`src/bfpt_pkg.sv`:
```
// Shared constants for the pulse timing configuration block.
// Assumes a single master clock; one divider count equals one master clock period.
package bfpt_pkg;
	localparam int          ADDR_W          = 5;
	localparam int          DATA_W          = 14;
	localparam int          DIV_W           = 7;
	localparam int          LEN_CODE_W      = 3;
	localparam int          BITS_W          = 7;
	localparam logic [4:0]  TOP_CONTROL_ADDR = 5'h1a;
	localparam int          PLL_EN_POS      = 10;
	localparam int          DIV_LSB         = 3;
	localparam int          LEN_LSB         = 0;
	localparam logic [13:0] TOP_CONTROL_RESET = 14'h047f;
	localparam logic [7:0]  DIV_ZERO_COUNT  = 8'h80;
	localparam logic [6:0]  PAT_LEN_4       = 7'h04;
	localparam logic [6:0]  PAT_LEN_8       = 7'h08;
	localparam logic [6:0]  PAT_LEN_16      = 7'h10;
	localparam logic [6:0]  PAT_LEN_24      = 7'h18;
	localparam logic [6:0]  PAT_LEN_32      = 7'h20;
	localparam logic [6:0]  PAT_LEN_40      = 7'h28;
	localparam logic [6:0]  PAT_LEN_48      = 7'h30;
	localparam logic [6:0]  PAT_LEN_64      = 7'h40;

	typedef enum logic [2:0] {
		BFPT_IDLE = 3'b001,
		BFPT_FIRE = 3'b010,
		BFPT_DONE = 3'b100
	} bfpt_state_t;
endpackage

```
`src/bfpt_tick_if.sv`:
```
// Carries the bit-period settings to the bit-rate generator and its tick back.
// Assumes both ends sit on the same master clock.
interface bfpt_tick_if;
	logic [6:0] divider;
	logic       run;
	logic       bit_tick;
	modport ctrl (output divider, output run, input bit_tick);
	modport gen  (input divider, input run, output bit_tick);
endinterface

```
`src/bfpt_config.sv`:
```
// Global pulse timing configuration: PLL enable, bit-period divider and pattern length.
// Assumes a register write/read port fed by the serial configuration front end.
//
// Summary of operation
// - PLL runs while its enable bit is one, stays off while zero.
// - The 7-bit divider sets how long each output pattern bit lasts.
// - Divider one holds every pattern bit for one master clock period.
// - Divider sixteen holds every pattern bit for sixteen master clock periods.
// - Divider zero gives the largest division, 128 master periods per bit.
// - One length code applies to all channels and both pattern register kinds.
// - Codes 000 to 011 mean 4, 8, 16 and 24 pattern bits.
// - Codes 100 to 111 mean 32, 40, 48 and 64 pattern bits.
// - A written bit count differing from the length is flagged as a mismatch.
module bfpt_config
	import bfpt_pkg::*;
(
	input  wire logic              mclk,
	input  wire logic              rst_n,
	input  wire logic [ADDR_W-1:0] reg_addr,
	input  wire logic [DATA_W-1:0] reg_wdata,
	input  wire logic              reg_wr,
	input  wire logic              reg_rd,
	output logic      [DATA_W-1:0] reg_rdata,
	input  wire logic              fire_en,
	input  wire logic              pat_write_done,
	input  wire logic [BITS_W-1:0] pat_bits_written,
	output logic                   pll_enable,
	output logic                   firing,
	output logic                   bit_strobe,
	output logic      [BITS_W-1:0] bit_index,
	output logic      [BITS_W-1:0] pattern_bits,
	output logic                   pattern_done,
	output logic                   length_mismatch
);
	////////////////////////////////////////////////////////////////////////////////
	bfpt_tick_if tick_if ();

	logic              pll_en_reg;
	logic              pll_en_next;
	logic [DIV_W-1:0]  div_reg;
	logic [DIV_W-1:0]  div_next;
	logic [2:0]        len_reg;
	logic [2:0]        len_next;
	logic [DATA_W-1:0] rdata_reg;
	logic [DATA_W-1:0] rdata_next;
	logic              hit;

	assign hit = (reg_addr == TOP_CONTROL_ADDR);

	always_comb begin
		pll_en_next = pll_en_reg;
		div_next    = div_reg;
		len_next    = len_reg;
		rdata_next  = rdata_reg;
		if (reg_wr && hit) begin
			pll_en_next = reg_wdata[PLL_EN_POS];
			div_next    = reg_wdata[DIV_LSB +: DIV_W];
			len_next    = reg_wdata[LEN_LSB +: LEN_CODE_W];
		end
		if (reg_rd) begin
			rdata_next = '0;
			if (hit) begin
				rdata_next[PLL_EN_POS]             = pll_en_reg;
				rdata_next[DIV_LSB +: DIV_W]       = div_reg;
				rdata_next[LEN_LSB +: LEN_CODE_W]  = len_reg;
			end
		end
	end

	always_ff @(posedge mclk or negedge rst_n) begin
		if (!rst_n) begin
			pll_en_reg <= TOP_CONTROL_RESET[PLL_EN_POS];
			div_reg    <= TOP_CONTROL_RESET[DIV_LSB +: DIV_W];
			len_reg    <= TOP_CONTROL_RESET[LEN_LSB +: LEN_CODE_W];
			rdata_reg  <= '0;
		end else begin
			pll_en_reg <= pll_en_next;
			div_reg    <= div_next;
			len_reg    <= len_next;
			rdata_reg  <= rdata_next;
		end
	end

	assign reg_rdata  = rdata_reg;
	assign pll_enable = pll_en_reg;

	////////////////////////////////////////////////////////////////////////////////
	// Length decode shared by every channel.
	function automatic logic [BITS_W-1:0] len_bits(input logic [2:0] code);
		logic [BITS_W-1:0] n;
		n = PAT_LEN_4;
		unique case (code)
			3'b000: n = PAT_LEN_4;
			3'b001: n = PAT_LEN_8;
			3'b010: n = PAT_LEN_16;
			3'b011: n = PAT_LEN_24;
			3'b100: n = PAT_LEN_32;
			3'b101: n = PAT_LEN_40;
			3'b110: n = PAT_LEN_48;
			3'b111: n = PAT_LEN_64;
		endcase
		return n;
	endfunction

	////////////////////////////////////////////////////////////////////////////////
	bfpt_state_t       state_reg;
	bfpt_state_t       state_next;
	logic              fire_d_reg;
	logic [DIV_W-1:0]  act_div_reg;
	logic [DIV_W-1:0]  act_div_next;
	logic [BITS_W-1:0] act_len_reg;
	logic [BITS_W-1:0] act_len_next;
	logic [BITS_W-1:0] idx_reg;
	logic [BITS_W-1:0] idx_next;
	logic              done_reg;
	logic              done_next;
	logic              mis_reg;
	logic              mis_next;

	// Settings are copied on every cycle spent idle and held once firing starts, so a pattern in flight never
	// changes speed or length halfway through.
	always_comb begin
		state_next   = state_reg;
		act_div_next = act_div_reg;
		act_len_next = act_len_reg;
		idx_next     = idx_reg;
		done_next    = 1'b0;
		mis_next     = mis_reg;
		unique case (state_reg)
			BFPT_IDLE: begin
				act_div_next = div_reg;
				act_len_next = len_bits(len_reg);
				if (fire_en && !fire_d_reg) begin
					idx_next   = '0;
					state_next = BFPT_FIRE;
				end
			end
			BFPT_FIRE: begin
				if (tick_if.bit_tick) begin
					if (idx_reg == act_len_reg - 7'h01) begin
						done_next  = 1'b1;
						state_next = BFPT_DONE;
					end else begin
						idx_next = idx_reg + 7'h01;
					end
				end
				if (!fire_en) begin
					state_next = BFPT_IDLE;
				end
			end
			BFPT_DONE: begin
				if (!fire_en) begin
					state_next = BFPT_IDLE;
				end
			end
		endcase
		if (pat_write_done) begin
			mis_next = (pat_bits_written != len_bits(len_reg));
		end
	end

	always_ff @(posedge mclk or negedge rst_n) begin
		if (!rst_n) begin
			state_reg   <= BFPT_IDLE;
			fire_d_reg  <= 1'b0;
			act_div_reg <= TOP_CONTROL_RESET[DIV_LSB +: DIV_W];
			act_len_reg <= PAT_LEN_64;
			idx_reg     <= '0;
			done_reg    <= 1'b0;
			mis_reg     <= 1'b0;
		end else begin
			state_reg   <= state_next;
			fire_d_reg  <= fire_en;
			act_div_reg <= act_div_next;
			act_len_reg <= act_len_next;
			idx_reg     <= idx_next;
			done_reg    <= done_next;
			mis_reg     <= mis_next;
		end
	end

	assign tick_if.divider = act_div_reg;
	assign tick_if.run     = (state_reg == BFPT_FIRE);

	bfpt_bit_timer u_timer (
		.mclk  (mclk),
		.rst_n (rst_n),
		.tick  (tick_if.gen)
	);

	assign firing          = (state_reg == BFPT_FIRE);
	assign bit_strobe      = tick_if.bit_tick;
	assign bit_index       = idx_reg;
	assign pattern_bits    = act_len_reg;
	assign pattern_done    = done_reg;
	assign length_mismatch = mis_reg;
endmodule

```
`src/bfpt_bit_timer.sv`:
```
// Bit-period generator: one enable pulse at the end of every pattern bit.
// Assumes the divider is held steady while run is high.
module bfpt_bit_timer
	import bfpt_pkg::*;
(
	input  wire logic  mclk,
	input  wire logic  rst_n,
	bfpt_tick_if.gen   tick
);
	logic [7:0] period;
	logic [7:0] cnt_reg;
	logic [7:0] cnt_next;

	assign period = (tick.divider == 7'h00) ? DIV_ZERO_COUNT : {1'b0, tick.divider};

	always_comb begin
		cnt_next = cnt_reg;
		if (!tick.run) begin
			cnt_next = period - 8'h01;
		end else if (cnt_reg == 8'h00) begin
			cnt_next = period - 8'h01;
		end else begin
			cnt_next = cnt_reg - 8'h01;
		end
	end

	assign tick.bit_tick = tick.run && (cnt_reg == 8'h00);

	always_ff @(posedge mclk or negedge rst_n) begin
		if (!rst_n) begin
			cnt_reg <= 8'h00;
		end else begin
			cnt_reg <= cnt_next;
		end
	end
endmodule

```
`config.mk`:
```
export PLATFORM = sky130hd
export DESIGN_NAME = bfpt_config
export DESIGN_NICKNAME = d
export VERILOG_FILES = /design/src/bfpt_pkg.sv /design/src/bfpt_tick_if.sv /design/src/bfpt_config.sv /design/src/bfpt_bit_timer.sv
export SDC_FILE = /design/constraint.sdc
export NUM_CORES = 1
export LEC_CHECK = 0
export ABC_AREA = 0
export BUFFER_PORTS_ARGS = -buffer_cell sky130_fd_sc_hd__buf_2
export CAP_MARGIN = 20
export CORE_MARGIN = 3
export CORE_UTILIZATION = 45
export CTS_CLUSTER_SIZE = 30
export DETAILED_ROUTE_END_ITERATION = 8
export GPL_ROUTABILITY_DRIVEN = 1
export PLACE_DENSITY = 0.7
export SYNTH_ARGS = -nofsm -noshare
export SYNTH_HDL_FRONTEND = slang
export SYNTH_SLANG_ARGS = --single-unit
```
`constraint.sdc`:
```
create_clock -name mclk -period 2.11 [get_ports mclk]
set_input_delay 0.422 -clock mclk [delete_from_list [all_inputs] [get_ports mclk]]
set_output_delay 0.422 -clock mclk [all_outputs]
set_load 0.005 [all_outputs]
```
After elaboration in Yosys (flattened, before gate mapping)
Memory sizes are Yosys's and may differ from the RTL's. A register that Yosys moved wholly into a read port is not among the register bits.
Index checks and enable logic that the tools add are counted.
{"block": "totals", "reg_bits": 57, "rom_bits": 80, "in_bits": 32, "out_inout_bits": 33, "word_cells": 58, "n_memories": 2}
{"memory": "(name not given)", "depth": 8, "width": 5, "rd": 1, "rd_ports_with_merged_regs": 1, "wr": 0, "line_no": "bfpt_config.sv:92", "source": "unique case (code)"}
{"memory": "(name not given)", "depth": 8, "width": 5, "rd": 1, "rd_ports_with_merged_regs": 0, "wr": 0, "line_no": "bfpt_config.sv:92"}
{"block": "op_classes", "n_addsub": 4, "n_eq_ne": 12, "mux": 18, "n_reduce_logical": 10}
{"op": "$mux W7", "n": 4}
{"op": "$mux W8", "n": 3}
{"op": "$sub A8 B1 Y8 const B", "n": 2}
{"op": "$mux W3", "n": 5}
{"op": "$pmux W7 S2", "n": 1}
{"op": "$mux W11", "n": 1}
{"op": "$pmux W3 S3", "n": 1}
{"op": "$logic_not A8 Y1", "n": 1}
{"op": "$ne A2 B2 Y1 const B", "n": 4}
{"op": "$reduce_and A4 Y1", "n": 2}
{"op": "$add A7 B1 Y7 const B", "n": 1}
{"op": "$eq A7 B7 Y1", "n": 1}
{"op": "$logic_not A7 Y1", "n": 1}
{"op": "$ne A7 B7 Y1", "n": 1}
{"op": "$sub A7 B1 Y7 const B", "n": 1}
{"op": "$ne A3 B3 Y1 const B", "n": 2}
{"op": "$eq A5 B5 Y1 const B", "n": 1}
{"op": "$eq A3 B1 Y1 const B", "n": 1}
{"op": "$eq A3 B2 Y1 const B", "n": 1}
{"op": "$eq A3 B3 Y1 const B", "n": 1}
{"op": "$logic_and A1 B1 Y1", "n": 3}
{"op": "$mux W1", "n": 3}
{"op": "$logic_not A1 Y1", "n": 2}
{"op": "$reduce_bool A2 Y1", "n": 1}

Depth between registers and ports, before layout
{"block": "depth", "word_depth": 6, "mapped_depth": 8, "depth_no_buf": 7}

Modules after synthesis
Synthesis repeated with hierarchy kept, for this count alone.
{"block": "hier_totals", "hier_cells": 312, "hier_area_um2": 2982.9}
{"mod": "bfpt_config", "instances": 1, "cells_each": 245, "area_each_um2": 2363.5, "seq_area_each_um2": 1193.6}
{"mod": "bfpt_bit_timer", "instances": 1, "cells_each": 67, "area_each_um2": 619.3, "seq_area_each_um2": 200.2}

Worst setup path before layout
Ideal clock, no wire load.
{"block": "synth_path", "path_type": "register -> register", "start": "register act_len_reg[2], in the netlist pattern_bits[2]", "end": "register idx_reg[1], in the netlist bit_index[1]", "setup_time_ns": 0.079, "arrival_time_ns": 1.850, "required_ns": 2.031, "slack_ns": 0.180, "stages_incl_launch_ff": 9, "path_buffers": 1, "period_less_slack_ns": 1.930, "cell_sequence": "dfrtp_1 > inv_1 > ha_1 > xor2_1 > nand3_1 > or2_2 > clkbuf_1 > o21ai_0 > mux2i_1"}
{"block": "synth_via", "elab_chain_cells": 4}
{"element": "from (decl)", "line_no": "bfpt_config.sv:111", "source": "logic [BITS_W-1:0] act_len_reg;"}
{"element": "$sub A7 B1 Y7", "line_no": "bfpt_config.sv:140", "source": "if (idx_reg == act_len_reg - 7'h01) begin"}
{"element": "$eq A7 B7 Y1", "line_no": "bfpt_config.sv:140"}
{"element": "$ne A2 B2 Y1 (no source line)"}
{"element": "$reduce_and A4 Y1 (no source line)"}
{"element": "to (signal assigned)", "line_no": "bfpt_config.sv:176", "source": "idx_reg <= idx_next;"}
{"element": "to (decl)", "line_no": "bfpt_config.sv:113", "source": "logic [BITS_W-1:0] idx_reg;"}
Every way passes these cells.
A chain may end at the register's enable or synchronous reset.

Worst setup path in the final report
{"block": "layout_path", "start": "register u_timer.cnt_reg[3]", "end": "output port bit_strobe"}
{"block": "layout_via", "elab_chain_cells": 2}
{"element": "from (decl)", "line_no": "bfpt_bit_timer.sv:11", "source": "logic [7:0] cnt_reg;"}
{"element": "from (signal assigned)", "line_no": "bfpt_bit_timer.sv:33", "source": "cnt_reg <= cnt_next;"}
{"element": "$logic_not A8 Y1", "line_no": "bfpt_bit_timer.sv:27", "source": "assign tick.bit_tick = tick.run && (cnt_reg == 8'h00);"}
{"element": "$logic_and A1 B1 Y1", "line_no": "bfpt_bit_timer.sv:27"}
{"element": "to (decl)", "line_no": "bfpt_config.sv:29", "source": "output logic bit_strobe,"}
Every way passes these cells.

==> reports/results.txt <==
Status: complete, no violations
WL final: 6.01 mm
Layout cells sized above 1: 0.287
PnR Total Power: 4.08 mW
H-tree levels: 2
Final Setup Violations: 0
Xor and xnor area share after synthesis: 0.0460
Clk buf depth: 2
Cts bufs inserted: 5
Final ANT Viol Nets: 0
Synth Instances: 305
HPWL Detailed: 4.29 mm
Cell area after synthesis: 2850 um^2
Avg Cell Area, Syn: 9.36 um^2
Yosys warning count: 0
Post-synth EDFFs: 0
Adder-cell share of the synthesized area: 0.0219
Area leader, netlist: dfrtp_1
Multi-input gate area: 1300 um^2
Worst skew pair latency: 0.31 ns
Final min period: 2.09 ns
DR vias/cell: 5.17
Post-layout instance area: 3350 um^2
Fmax: 479 MHz
Die X: 85.6 um
Routed vias: 2278
Total of max-cap violations: 0
Dominant cells by area after synthesis: dfrtp_1 (36%), dfstp_2 (13%), nand2_1 (6.4%)
Fin crit share: 0.989
CP Class: reg2out
Peak supply drop: 0.553 mV
Slew HR: 0.545
Global route hottest layer: met2
Largest net degree at the start of global routing: 56
Drt first pass iters: 6
Mux share of post-synthesis cell area: 0.0644
Most common cell after layout, fill and taps aside: buf_2
First-pass GRT wire length: 10.3 mm
Ys async rst share: 1.00
CP startpoint: u_timer.cnt_reg[3]$_DFF_PN0_
Post-synthesis simple-gate area fraction: 0.200
Root buf cell: clkbuf_8
Pwr dens: 1220 nW/um^2
Commonest non-fill, non-tap cells in the layout: buf_2 (56), nand2_1 (49), dfrtp_1 (41)
Clock Sinks: 55
Met3 Resource Use GR: 0.0394
Iter 0 DRT Violations: 54
Placer congestion estimate: 0.813
Reg-to-Reg Start: pattern_bits[2]$_DFFE_PN0P_
Share of the synthesized area in the top cell type: 0.359
Slew @ Worst Pin: 0.682 ns
Hold-fix buffers at CTS: 0
Fillers: 541
WP data required: 1.69 ns
Core area: 6030 um^2
Largest register FFs: 11
Die area: 7330 um^2
Clock Skews: 0.00469 ns
FP Rows: 28
Register area share after synthesis: 0.488
IO buf count: 56
Count of inserted antenna diode cells: 0
Layout area overhead: 17.4%
Pins Over Slew Limit: 0
Worst setup EP type: primary output
Chip Height: 85.6 um
Placed cell area: 3220 um^2
Initial core utilization: 0.474
Register clock-pin slew on the reported worst setup and hold paths: 0.10 ns
Final nets: 402
Final Hold Violating Endpoints: 0
Critical Path Fanout Max: 3
Min-delay worst type: in2async
Total GRT Usage: 0.171
Antenna violations before repair: 0
Type of origin of the critical path: flop
Number of global-route vias before repair: 2244
Met1 usage: 0.233
Yosys cell types: 44
FF+latch area: 1390 um^2
Synth Flop Type: dfrtp_1
GR Util met2: 0.275
Largest family of logic cells by synthesized area: simple AND/OR/NAND/NOR gates
Final Util: 0.556
Pleak: 1.60 nW
Remaining global-route overflow: 0
Synth Area in Compound Gates: 0.116
WL per Instance: 13.6 um
Worst Path Arrival: 1.67 ns
Io pins: 65
Number of synthesized register bits: 55
RSZ-0062 raised after global routing: true
CTS tree: yes
DRC: 0
## report_power, final
part           switching (mW)  total [mW]  internal, mW
registers               0.318        1.72          1.40
clock network           0.361       0.721         0.360
logic                   0.873        1.64         0.766
## layer usage
layer / vias to the layer above / part of all wire
met1: 1069 / 0.46
met2: 68 / 0.46
met3: 10 / 0.059
li1: 1131 / -
met4: 0 / 0.016
met5: - / 0
## layout make-up
type	count	area share
clock buffer	5	0.0205
timing repair buffer	65	0.104
multi-input combinational	212	0.388
sequential	55	0.416
clock inverter	3	0.0142
tap	75	0.0280
inverter	26	0.0291
## cells in the mapped netlist, types with 2 or more instances
cell	instances
a21oi_1	5
a22oi_1	6
a31oi_1	2
and3_1	5
buf_4	5
clkbuf_1	10
dfrtp_1	41
dfstp_2	14
ha_1	5
inv_1	26
mux2_2	11
mux2i_1	6
nand2_1	49
nand2b_1	6
nand3_1	4
nor2_1	26
nor2b_1	2
nor3_1	7
nor3b_1	3
nor4_1	2
o211ai_1	6
o21a_1	2
o21ai_0	24
o22ai_1	4
or2_2	2
xnor2_1	8
xor2_1	7
## critical path: stages (launching register included)
cell     delay [ns]
dfrtp_1        0.39
or4_4          0.57
nor4_4         0.23
buf_2          0.18
## final timing paths
path / end / slack, ns / cells past startpoint
min: pattern_done$_DFF_PN0_ / 0.23 / 2
max in group asynchronous: reg_rdata[3]$_DFFE_PN0P_ / 1.43 / 2
min in group mclk: fire_d_reg$_DFF_PN0_ / 0.28 / 1
max: bit_strobe / 0.02 / 3
max reg2reg: state_reg[2]$_DFFE_PN0P_ / 0.16 / 7
min reg2reg: act_div_reg[2]$_DFFE_PN1P_ / 0.47 / 2
## repair_timing
action,4_1_cts,5_1_grt
endpoints found under the setup margin,1,11
pin swaps,1,0
resized for setup,0,2
buffers inserted,2,0
## logic make-up (layout without fill, tap and decap cells)
logic type,count (synthesis),count (layout)
multiplexers,17,17
AO/OA/AOI/OAI,54,54
AND/OR/NAND/NOR,116,116
adder cells (fa/ha/maj),5,5
flip-flops,55,55
buffers and inverters,42,99
other,1,5
XOR/XNOR,15,15
## stage by stage
step | instances | setup TNS (ns) | setup slack [ns] | hold slack (ns)
CTS | 441 | 0 | 0.00302 | 0.258
detailed placement | 431 | 0 | 0.0643 | 0.457
global route | 441 | -0.0431 | -0.0431 | 0.281
global placement | 431 | 0 | 0.125 | 0.458
finish | 441 | 0 | 0.0222 | 0.225
floorplan | 309 | 0 | 0.180 | 0.126
No activity file was read; power rests on OpenSTA's default activity.
